**config.mk**
```make
export PLATFORM = sky130hd
export DESIGN_NAME = wgc_top
export DESIGN_NICKNAME = d
export VERILOG_FILES = /design/src/verilog/wgc_pkg.sv /design/src/verilog/wgc_code_stage.sv /design/src/verilog/wgc_top.sv
export SDC_FILE = /design/constraint.sdc
export NUM_CORES = 1
export LEC_CHECK = 0
export ABC_CLOCK_PERIOD_IN_PS = 10300
export BUFFER_PORTS_ARGS = -buffer_cell sky130_fd_sc_hd__clkbuf_2
export CORE_ASPECT_RATIO = 1.75
export CORE_UTILIZATION = 50
export CTS_CLUSTER_DIAMETER = 150
export CTS_CLUSTER_SIZE = 28
export DETAILED_ROUTE_END_ITERATION = 8
export HOLD_SLACK_MARGIN = 0.05
export PLACE_DENSITY = 0.82
export SLEW_MARGIN = 10
export SYNTH_ARGS = -nofsm -noshare
export SYNTH_HDL_FRONTEND = slang
export SYNTH_SLANG_ARGS = --single-unit
```
**constraint.sdc**
```tcl
create_clock -name clk_i -period 10.3 [get_ports clk_i]
set_input_delay 2.06 -clock clk_i [delete_from_list [all_inputs] [get_ports clk_i]]
set_output_delay 2.06 -clock clk_i [all_outputs]
set_load 0.02 [all_outputs]
```
**src/verilog/wgc_pkg.sv**
```systemverilog
// Purpose : Shared constants and types for the waveform generator control block.
// Assumes : APB slave with 32-bit data, one aligned word per register.
// Notes   : Converter codes are 12 bits; the offset carries a separate sign.

package wgc_pkg;

    // ****************************************************************
    // Register map (byte addresses)
    // ****************************************************************
    localparam int          WGC_ADDR_W      = 12;
    localparam logic [11:0] WGC_ADDR_CMDA   = 12'h000;
    localparam logic [11:0] WGC_ADDR_CMDB   = 12'h004;
    localparam logic [11:0] WGC_ADDR_STROBE = 12'h008;
    localparam logic [11:0] WGC_ADDR_STATUS = 12'h00c;

    // ****************************************************************
    // Command byte layout
    // ****************************************************************
    localparam int          WGC_CODE_W    = 12;
    localparam int          WGC_SEL_MSB   = 7;
    localparam int          WGC_SEL_LSB   = 5;
    localparam int          WGC_SIGN_BIT  = 4;
    localparam int          WGC_NIB_MSB   = 3;
    localparam int          WGC_SYNC_BIT  = 3;
    localparam int          WGC_EN_BIT    = 2;
    localparam int          WGC_GROUP_BIT = 3;
    localparam logic [2:0]  WGC_SEL_RAMP_DN = 3'h7;
    localparam logic [2:0]  WGC_SEL_RAMP_UP = 3'h6;
    localparam logic [2:0]  WGC_SEL_OFFSET  = 3'h5;
    localparam logic [2:0]  WGC_SEL_AMP     = 3'h4;
    localparam logic [2:0]  WGC_SEL_RANGE   = 3'h1;
    localparam logic [2:0]  WGC_SEL_CTRL    = 3'h0;
    localparam logic [2:0]  WGC_RANGE_MAX   = 3'h5;

    // ****************************************************************
    // Reset and full-scale values
    // ****************************************************************
    localparam logic [11:0] WGC_RST_CODE  = 12'h000;
    localparam logic [11:0] WGC_FULL_CODE = 12'hfff;
    localparam logic [2:0]  WGC_RST_RANGE = 3'h0;

    // Waveform selection encodings.
    typedef enum logic [1:0] {
        WGC_WAVE_DC     = 2'h0,
        WGC_WAVE_SINE   = 2'h1,
        WGC_WAVE_TRI    = 2'h2,
        WGC_WAVE_SQUARE = 2'h3
    } wgc_wave_t;

    // Codes presented to the converters.
    typedef struct packed {
        logic [11:0] ramp_dn;
        logic [11:0] ramp_up;
        logic [11:0] amp;
        logic [11:0] offset;
        logic        offset_sign;
    } wgc_codes_t;

endpackage

```
**src/verilog/wgc_code_stage.sv**
```systemverilog
// Purpose : Double-buffered converter code with optional group update.
// Assumes : Load and strobe are single-cycle pulses in the clk_i domain.
// Notes   : A load and a strobe in the same cycle commit the new value.

`timescale 1ns/100ps

module wgc_code_stage #(
    parameter int W = 12
) (
    // Clock and reset.
    input  wire logic         clk_i,
    input  wire logic         rst_i,
    // Load side.
    input  wire logic         load_i,
    input  wire logic [W-1:0] value_i,
    input  wire logic         group_i,
    input  wire logic         strobe_i,
    // Converter side.
    output logic      [W-1:0] active_o,
    output logic              pending_o
);

    logic [W-1:0] hold_q;

    // Holding register keeps the last written value.
    always_ff @(posedge clk_i or posedge rst_i) begin
        if (rst_i) begin
            hold_q <= '0;
        end else if (load_i) begin
            hold_q <= value_i;
        end
    end

    // Active register feeds the converter at once or on the group strobe.
    always_ff @(posedge clk_i or posedge rst_i) begin
        if (rst_i) begin
            active_o <= '0;
        end else if (load_i && (!group_i || strobe_i)) begin
            active_o <= value_i;
        end else if (strobe_i && group_i) begin
            active_o <= hold_q;
        end
    end

    // Pending shows a value held back waiting for the strobe; clear wins.
    always_ff @(posedge clk_i or posedge rst_i) begin
        if (rst_i) begin
            pending_o <= 1'b0;
        end else if (load_i) begin
            pending_o <= group_i && !strobe_i;
        end else if (strobe_i) begin
            pending_o <= 1'b0;
        end
    end

endmodule

```
**src/verilog/wgc_top.sv**
```systemverilog
// Purpose : Write-only control of a single-channel function generator.
// Assumes : APB slave on clk_i; cycle_end_i pulses at each lowest point.
// Notes   : Analog generation is outside; this block drives codes and gates.

`timescale 1ns/100ps

// Contract
// - Both ramp codes at 4095 give the range full-scale frequency.
// - Duty follows the ratio of ramp codes; equal codes give 50 percent.
// - Disabled with amplitude and offset loaded, output sits at lowest level.
// - Setting enable starts the waveform from its lowest point.
// - Without synchronous halt, clearing enable stops at once, lowest point.
// - With synchronous halt, clearing enable finishes the current cycle first.
// - Synchronous halt applies to sine and triangle only, not square.
// - With group update, new codes wait for the global strobe.
// - Without group update, new codes take effect when written.
// - DC mode: level from offset and sign only; ramps and amplitude ignored.
// - DC mode: level appears only once enable is set.
// - First byte top three bits select the target register.
// - Register 0: halt bit 3, enable bit 2, waveform bits 1 to 0.
// - Waveform codes: 0 DC, 1 sine, 2 triangle, 3 square.
// - Range codes 0 to 5 select 200kHz down to 2Hz.
module wgc_top
    import wgc_pkg::*;
(
    // Clock and reset.
    input  wire logic                  clk_i,
    input  wire logic                  rst_i,
    // APB slave.
    input  wire logic                  psel_i,
    input  wire logic                  penable_i,
    input  wire logic                  pwrite_i,
    input  wire logic [WGC_ADDR_W-1:0] paddr_i,
    input  wire logic [31:0]           pwdata_i,
    output logic      [31:0]           prdata_o,
    output logic                       pready_o,
    output logic                       pslverr_o,
    // Oscillator feedback.
    input  wire logic                  cycle_end_i,
    // Converter and generator controls.
    output wgc_codes_t                 codes_o,
    output logic      [2:0]            range_code_o,
    output wgc_wave_t                  waveform_choice_o,
    output logic                       wave_run_o,
    output logic                       park_low_o,
    output logic                       dc_drive_o
);

    // ****************************************************************
    // State and declarations
    // ****************************************************************
    typedef enum logic [1:0] {
        WGC_ST_IDLE,
        WGC_ST_RUN,
        WGC_ST_DRAIN
    } wgc_state_t;

    wgc_state_t  st_q;
    logic        enable_q;
    logic        sync_halt_q;
    logic        group_update_flag_q;
    logic        cmda_valid_q;
    logic [2:0]  sel_q;
    logic [3:0]  nib_q;
    logic        sign_q;
    logic        acc;
    logic        wr_cmda;
    logic        wr_cmdb;
    logic        strobe;
    logic [7:0]  wbyte;
    logic [11:0] wcode;
    logic        ld_dn;
    logic        ld_up;
    logic        ld_off;
    logic        ld_amp;
    logic        wr_ctrl;
    logic        new_en;
    logic        halt_ok;
    logic [11:0] dn_act;
    logic [11:0] up_act;
    logic [11:0] amp_act;
    logic [12:0] off_act;
    logic [3:0]  pend;

    // Joins the held high nibble and the second byte into a 12-bit code.
    function automatic logic [11:0] wgc_join(input logic [3:0] hi, input logic [7:0] lo);
        return {hi, lo};
    endfunction

    // ****************************************************************
    // APB decode
    // ****************************************************************
    // A transfer completes on the edge where pready is high.
    assign acc     = psel_i && penable_i && pready_o;
    assign wr_cmda = acc && pwrite_i && (paddr_i == WGC_ADDR_CMDA);
    assign wr_cmdb = acc && pwrite_i && (paddr_i == WGC_ADDR_CMDB);
    assign strobe  = acc && pwrite_i && (paddr_i == WGC_ADDR_STROBE);
    assign wbyte   = pwdata_i[7:0];
    assign wcode   = wgc_join(nib_q, wbyte);
    assign wr_ctrl = wr_cmda && (wbyte[WGC_SEL_MSB:WGC_SEL_LSB] == WGC_SEL_CTRL);
    assign new_en  = wbyte[WGC_EN_BIT];
    // Second byte lands only in the register the first byte picked.
    assign ld_dn   = wr_cmdb && cmda_valid_q && (sel_q == WGC_SEL_RAMP_DN);
    assign ld_up   = wr_cmdb && cmda_valid_q && (sel_q == WGC_SEL_RAMP_UP);
    assign ld_off  = wr_cmdb && cmda_valid_q && (sel_q == WGC_SEL_OFFSET);
    assign ld_amp  = wr_cmdb && cmda_valid_q && (sel_q == WGC_SEL_AMP);

    // One wait state: pready rises in the second access cycle.
    always_ff @(posedge clk_i or posedge rst_i) begin
        if (rst_i) begin
            pready_o <= 1'b0;
        end else begin
            pready_o <= psel_i && penable_i && !pready_o;
        end
    end

    // Read data and error; command ports read as zero, unmapped errors.
    always_ff @(posedge clk_i or posedge rst_i) begin
        if (rst_i) begin
            prdata_o  <= 32'h0000_0000;
            pslverr_o <= 1'b0;
        end else if (psel_i && penable_i && !pready_o) begin
            prdata_o  <= 32'h0000_0000;
            pslverr_o <= 1'b0;
            if (paddr_i == WGC_ADDR_STATUS) begin
                if (!pwrite_i) begin
                    prdata_o <= {20'h00000, cmda_valid_q, |pend,
                                 st_q == WGC_ST_DRAIN, wave_run_o,
                                 group_update_flag_q, range_code_o,
                                 waveform_choice_o, sync_halt_q, enable_q};
                end else begin
                    pslverr_o <= 1'b1;
                end
            end else if (paddr_i == WGC_ADDR_CMDA) begin
                pslverr_o <= 1'b0;
            end else if (paddr_i == WGC_ADDR_CMDB) begin
                pslverr_o <= 1'b0;
            end else if (paddr_i == WGC_ADDR_STROBE) begin
                pslverr_o <= 1'b0;
            end else begin
                pslverr_o <= 1'b1;
            end
        end
    end

    // ****************************************************************
    // First-byte latch
    // ****************************************************************
    // The high nibble waits here; a lone first byte changes no code.
    always_ff @(posedge clk_i or posedge rst_i) begin
        if (rst_i) begin
            sel_q        <= WGC_SEL_CTRL;
            nib_q        <= 4'h0;
            sign_q       <= 1'b0;
            cmda_valid_q <= 1'b0;
        end else if (wr_cmda) begin
            sel_q        <= wbyte[WGC_SEL_MSB:WGC_SEL_LSB];
            nib_q        <= wbyte[WGC_NIB_MSB:0];
            sign_q       <= wbyte[WGC_SIGN_BIT];
            cmda_valid_q <= wbyte[WGC_SEL_MSB];
        end else if (wr_cmdb) begin
            cmda_valid_q <= 1'b0;
        end
    end

    // ****************************************************************
    // Range and group update
    // ****************************************************************
    // Out-of-table range codes are dropped so the capacitor select stays legal.
    always_ff @(posedge clk_i or posedge rst_i) begin
        if (rst_i) begin
            range_code_o        <= WGC_RST_RANGE;
            group_update_flag_q <= 1'b0;
        end else if (wr_cmda && (wbyte[WGC_SEL_MSB:WGC_SEL_LSB] == WGC_SEL_RANGE)) begin
            group_update_flag_q <= wbyte[WGC_GROUP_BIT];
            if (wbyte[2:0] <= WGC_RANGE_MAX) begin
                range_code_o <= wbyte[2:0];
            end
        end
    end

    // ****************************************************************
    // Control register
    // ****************************************************************
    // Enable, halt mode and waveform apply on the first byte alone.
    always_ff @(posedge clk_i or posedge rst_i) begin
        if (rst_i) begin
            enable_q          <= 1'b0;
            sync_halt_q       <= 1'b0;
            waveform_choice_o <= WGC_WAVE_DC;
        end else if (wr_ctrl) begin
            enable_q          <= new_en;
            sync_halt_q       <= wbyte[WGC_SYNC_BIT];
            waveform_choice_o <= wgc_wave_t'(wbyte[1:0]);
        end
    end

    // ****************************************************************
    // Converter codes
    // ****************************************************************
    wgc_code_stage #(.W(12)) u_dn (
        .clk_i     (clk_i),
        .rst_i     (rst_i),
        .load_i    (ld_dn),
        .value_i   (wcode),
        .group_i   (group_update_flag_q),
        .strobe_i  (strobe),
        .active_o  (dn_act),
        .pending_o (pend[0])
    );

    wgc_code_stage #(.W(12)) u_up (
        .clk_i     (clk_i),
        .rst_i     (rst_i),
        .load_i    (ld_up),
        .value_i   (wcode),
        .group_i   (group_update_flag_q),
        .strobe_i  (strobe),
        .active_o  (up_act),
        .pending_o (pend[1])
    );

    wgc_code_stage #(.W(13)) u_off (
        .clk_i     (clk_i),
        .rst_i     (rst_i),
        .load_i    (ld_off),
        .value_i   ({sign_q, wcode}),
        .group_i   (group_update_flag_q),
        .strobe_i  (strobe),
        .active_o  (off_act),
        .pending_o (pend[2])
    );

    wgc_code_stage #(.W(12)) u_amp (
        .clk_i     (clk_i),
        .rst_i     (rst_i),
        .load_i    (ld_amp),
        .value_i   (wcode),
        .group_i   (group_update_flag_q),
        .strobe_i  (strobe),
        .active_o  (amp_act),
        .pending_o (pend[3])
    );

    // Codes go out unaltered, so full-scale and ratio follow the analog part.
    // DC mode zeroes ramps and amplitude; offset codes pass regardless of
    // enable, so a disabled output still parks at its lowest level.
    always_ff @(posedge clk_i or posedge rst_i) begin
        if (rst_i) begin
            codes_o <= '0;
        end else begin
            codes_o.offset      <= off_act[11:0];
            codes_o.offset_sign <= off_act[12];
            if (waveform_choice_o == WGC_WAVE_DC) begin
                codes_o.ramp_dn <= WGC_RST_CODE;
                codes_o.ramp_up <= WGC_RST_CODE;
                codes_o.amp     <= WGC_RST_CODE;
            end else begin
                codes_o.ramp_dn <= dn_act;
                codes_o.ramp_up <= up_act;
                codes_o.amp     <= amp_act;
            end
        end
    end

    // ****************************************************************
    // Run and halt sequencing
    // ****************************************************************
    // Only sine and triangle may drain; square has no clean end point.
    assign halt_ok = sync_halt_q && ((waveform_choice_o == WGC_WAVE_SINE) ||
                                     (waveform_choice_o == WGC_WAVE_TRI));

    // Stop state; the oscillator is held at its lowest point while idle.
    always_ff @(posedge clk_i or posedge rst_i) begin
        if (rst_i) begin
            st_q <= WGC_ST_IDLE;
        end else begin
            case (st_q)
                WGC_ST_IDLE: begin
                    if (enable_q && waveform_choice_o != WGC_WAVE_DC) begin
                        st_q <= WGC_ST_RUN;
                    end
                end
                WGC_ST_RUN: begin
                    if (!enable_q || waveform_choice_o == WGC_WAVE_DC) begin
                        st_q <= halt_ok ? WGC_ST_DRAIN : WGC_ST_IDLE;
                    end
                end
                WGC_ST_DRAIN: begin
                    if (enable_q) begin
                        st_q <= WGC_ST_RUN;
                    end else if (cycle_end_i || !halt_ok) begin
                        st_q <= WGC_ST_IDLE;
                    end
                end
                default: begin
                    st_q <= WGC_ST_IDLE;
                end
            endcase
        end
    end

    // Run and park gates follow the state one cycle later; DC drive follows enable and waveform.
    always_ff @(posedge clk_i or posedge rst_i) begin
        if (rst_i) begin
            wave_run_o <= 1'b0;
            park_low_o <= 1'b1;
            dc_drive_o <= 1'b0;
        end else begin
            wave_run_o <= (st_q != WGC_ST_IDLE);
            park_low_o <= (st_q == WGC_ST_IDLE);
            dc_drive_o <= enable_q && (waveform_choice_o == WGC_WAVE_DC);
        end
    end
endmodule

```
==> qor.tcl <==
set qor(netlist-cell-type-count) 50
set qor(outcome) {finished clean}
set qor(gp_routability_congestion) 0.823
set qor(worstPathArrival_ns) 5.40
set qor(detail_route.wl_per_cell_microns) 19.4
set qor(antenna_violations_before_repair) 0
set qor(cp-startpoint) {paddr_i[1]}
set qor(post-route-drc-count) 0
set qor(clock_tree.buffer_depth) 2
set qor(ant_nets) 0
set qor(die_height_microns) 166
set qor(grt_pass1_vias) 5421
set qor(cts_post_setup_buffers_inserted) 0
set qor(setup_repair_after_global_routing_missed_its_margin) {no}
set qor(vias_per_cell) 5.78
set qor(final_report_setup_violation_count) 0
set qor(clk_root_buffer_cell) {sky130_fd_sc_hd__clkbuf_16}
set qor(totalWireLength_mm) 17.2
set qor(synth-compound-area-share) 0.112
set qor(synthesis.area_sq_mm) 0.00768
set qor(post-dp-hpwl_mm) 11.4
set qor(reg2regPathDepth) 5
set qor(grt-ovfl-total) 0
set qor(synth_seq_cells) 187
set qor(timing.critical_path.from_type) {primary input}
set qor(synth_enable_flop_cells) 0
set qor(design.die.area_sq_mm) 0.0159
set qor(finalMaxSlewViolations) 0
set qor(regToRegEndpoint) {u_up.active_o[9]}
set qor(critical_path.max_fanout) 20
set qor(cp-endpoint) {u_up.active_o[9]}
set qor(drive_gt1_frac) 0.283
set qor(hold_path_origin) {u_off.active_o[6]}
set qor(max_freq_mhz) 196
set qor(lkg_pwr_nw) 4.49
set qor(layout_min_cycle_time_ns) 5.09
set qor(finalNetCount) 745
set qor(combinational_family_with_the_most_area_after_synthesis) {simple AND/OR/NAND/NOR gates}
set qor(drtPass1Iterations) 5
set qor(avgSynthCellArea_sq_um) 12.4
set qor(synthArstFlopShare) 1.00
set qor(number_of_cell_rows) 59
set qor(final_min_period_over_clock_period) 0.494
set qor(grt_max_degree) 97
set qor(chip_width_microns) 95.7
set qor(timing.setup.critical_path_class) {primary input to flip-flop}
set qor(yosys.area_share.simple) 0.141
set qor(max_slew_headroom) 0.155
set qor(largest_register) {codes_o}
set qor(layout_common_cells) {sky130_fd_sc_hd__dfrtp_1 (186), sky130_fd_sc_hd__clkbuf_2 (96), sky130_fd_sc_hd__mux2_2 (38)}
set qor(place.port_buffers) 96
set qor(boundaryPins) 141
set qor(synth.yosys.seq_area_share) 0.609
set qor(antenna_cells_inserted) 0
set qor(cts_repair_resize_count) 0
set qor(ctsHoldBuffers) 0
set qor(htree_levels) 4
set qor(clock-skew-final_ns) 0.00668
set qor(synth.mux.area_fraction) 0.0831
set qor(detailedRoute.firstIterationViolations) 423
set qor(grt_first_pass_wirelength_mm) 27.9
set qor(largest_register_ff_count) 49
set qor(setup-tns-final_ns) 0
set qor(end_kind) {flip-flop}
set qor(power_per_cell_area_mw_per_mm2) 165
set qor(synthFlopType) {sky130_fd_sc_hd__dfrtp_1}
set qor(start_util) 0.515
set qor(worst_ep_required_time_ns) 10.61
set qor(timing_worst_slew_pin_value_ns) 1.27
set qor(worst_setup_hold_path_clk_slew_ns) 0.07
set qor(synth_adder_area_share) 0.00163
set qor(cts_sinks) 187
set qor(floorplan.core_area_sq_mm) 0.0149
set qor(globalRouteTotalUtil) 0.235
set qor(reg2reg_slack_ns) 6.96
set qor(finalCoreUtilization) 0.592
set qor(synthesis.instances) 618
set qor(tritoncts.num_buffers) 17
set qor(tritoncts) {yes}
set qor(cap_violations) 0
set qor(holdCritPathClass) {flip-flop to flip-flop}
set qor(worst_ir_drop_vdd_uv) 93.4
set qor(via_count) 5147
set qor(finalHoldViolations) 0
set qor(layout_commonest_cell) {sky130_fd_sc_hd__dfrtp_1}
set qor(post_synth_xor_area_fraction) 0
set qor(synthesis.yosys.warnings) 0
set qor(worstSkewPairLatency_ns) 0.43
set qor(r2r_start) {pready_o}
set qor(area_growth_pct) 14.9
set qor(largestRegisters) {codes_o: 49 flops, u_off.active_o: 13 flops, u_off.hold_q: 13 flops}
worst max-delay path, stage by stage:
cell and delay [ns]:
sky130_fd_sc_hd__clkbuf_2 0.08, sky130_fd_sc_hd__or4_1 0.66, sky130_fd_sc_hd__nor3_1 0.59, sky130_fd_sc_hd__nand4b_1 0.96
sky130_fd_sc_hd__nand2b_1 0.67, sky130_fd_sc_hd__o221a_2 0.36
logic make-up after synthesis:
logic type / Yosys count
AOI/OAI and AO/OA: 110
adders and majority gates: 1
buffers and inverters: 80
DFF: 187
muxes: 59
other: 1
and+or+nand+nor: 180
power by group:
part	switching [W]	internal, W	total, W	leakage (nW)
Sequential	0.000000210	0.000734	0.000734	2.47
Combinational	0.0000338	0.00000630	0.0000401	1.73
Clock	0.000293	0.000388	0.000682	0.295
Total	0.000327	0.00113	0.00146	4.49
cell usage after synthesis, types with 3 or more instances:
cell / count / area, sq um
sky130_fd_sc_hd__dfrtp_1: 186 / 4650
sky130_fd_sc_hd__mux2_2: 38 / 428
sky130_fd_sc_hd__nand2_1: 37 / 139
sky130_fd_sc_hd__nor2b_1: 36 / 225
sky130_fd_sc_hd__clkbuf_1: 34 / 128
sky130_fd_sc_hd__o21ai_0: 26 / 130
sky130_fd_sc_hd__nor2_1: 24 / 90.1
sky130_fd_sc_hd__nor3b_1: 24 / 180
sky130_fd_sc_hd__a22o_1: 21 / 184
sky130_fd_sc_hd__mux2i_1: 21 / 210
sky130_fd_sc_hd__nand2b_1: 21 / 131
sky130_fd_sc_hd__buf_4: 20 / 150
sky130_fd_sc_hd__inv_1: 13 / 48.8
sky130_fd_sc_hd__a211oi_1: 11 / 82.6
sky130_fd_sc_hd__a21o_1: 11 / 82.6
sky130_fd_sc_hd__o21a_1: 11 / 82.6
sky130_fd_sc_hd__o221a_2: 10 / 113
sky130_fd_sc_hd__o221a_1: 8 / 90.1
sky130_fd_sc_hd__buf_2: 7 / 35.0
sky130_fd_sc_hd__nand4b_1: 5 / 43.8
sky130_fd_sc_hd__nor4_2: 5 / 62.6
sky130_fd_sc_hd__buf_1: 4 / 15.0
sky130_fd_sc_hd__nand3_1: 4 / 20.0
sky130_fd_sc_hd__or4_1: 4 / 30.0
sky130_fd_sc_hd__and2_1: 3 / 18.8
final cells by class:
type,count,area (sq um)
Sequential cell,187,4680
Clock buffer,18,429
Multi-Input combinational cell,370,2680
Clock inverter,14,183
Timing Repair Buffer,105,568
Fill cell,1179,6090
Tap cell,183,229
Inverter,13,53.8
layer usage:
metal	vias to the layer above	GRT usage	wire (microns)
met2	171	0.400	9450
li1	2276	-	-
met3	54	0.0444	693
met1	2646	0.270	6310
met5	-	0	0
met4	0	0.131	770
metrics by stage:
| stage | std cells | power, W | setup WS, ns | hold slack, ns | instance area, sq um |
|---|---|---|---|---|---|
| floorplan | 637 | 0.000778 | 3.16 | 0.373 | 7750 |
| global placement | 857 | 0.000787 | 5.06 | 0.387 | 8180 |
| detailed placement | 857 | 0.000788 | 4.94 | 0.392 | 8180 |
| CTS | 889 | 0.00146 | 5.32 | 0.416 | 8800 |
| global route | 890 | 0.00150 | 5.15 | 0.421 | 8820 |
| finish | 890 | 0.00146 | 5.21 | 0.412 | 8820 |
worst min path at each step:
stage	cells past startpoint	end	slack (ns)
after global placement	0	codes_o[0]	0.39
after floorplan	0	codes_o[0]	0.37
after CTS	0	codes_o[12]	0.42
after detailed placement	0	codes_o[0]	0.39
final	0	codes_o[7]	0.41
after global routing	0	codes_o[0]	0.42
No activity file was read; power rests on OpenSTA's default activity.
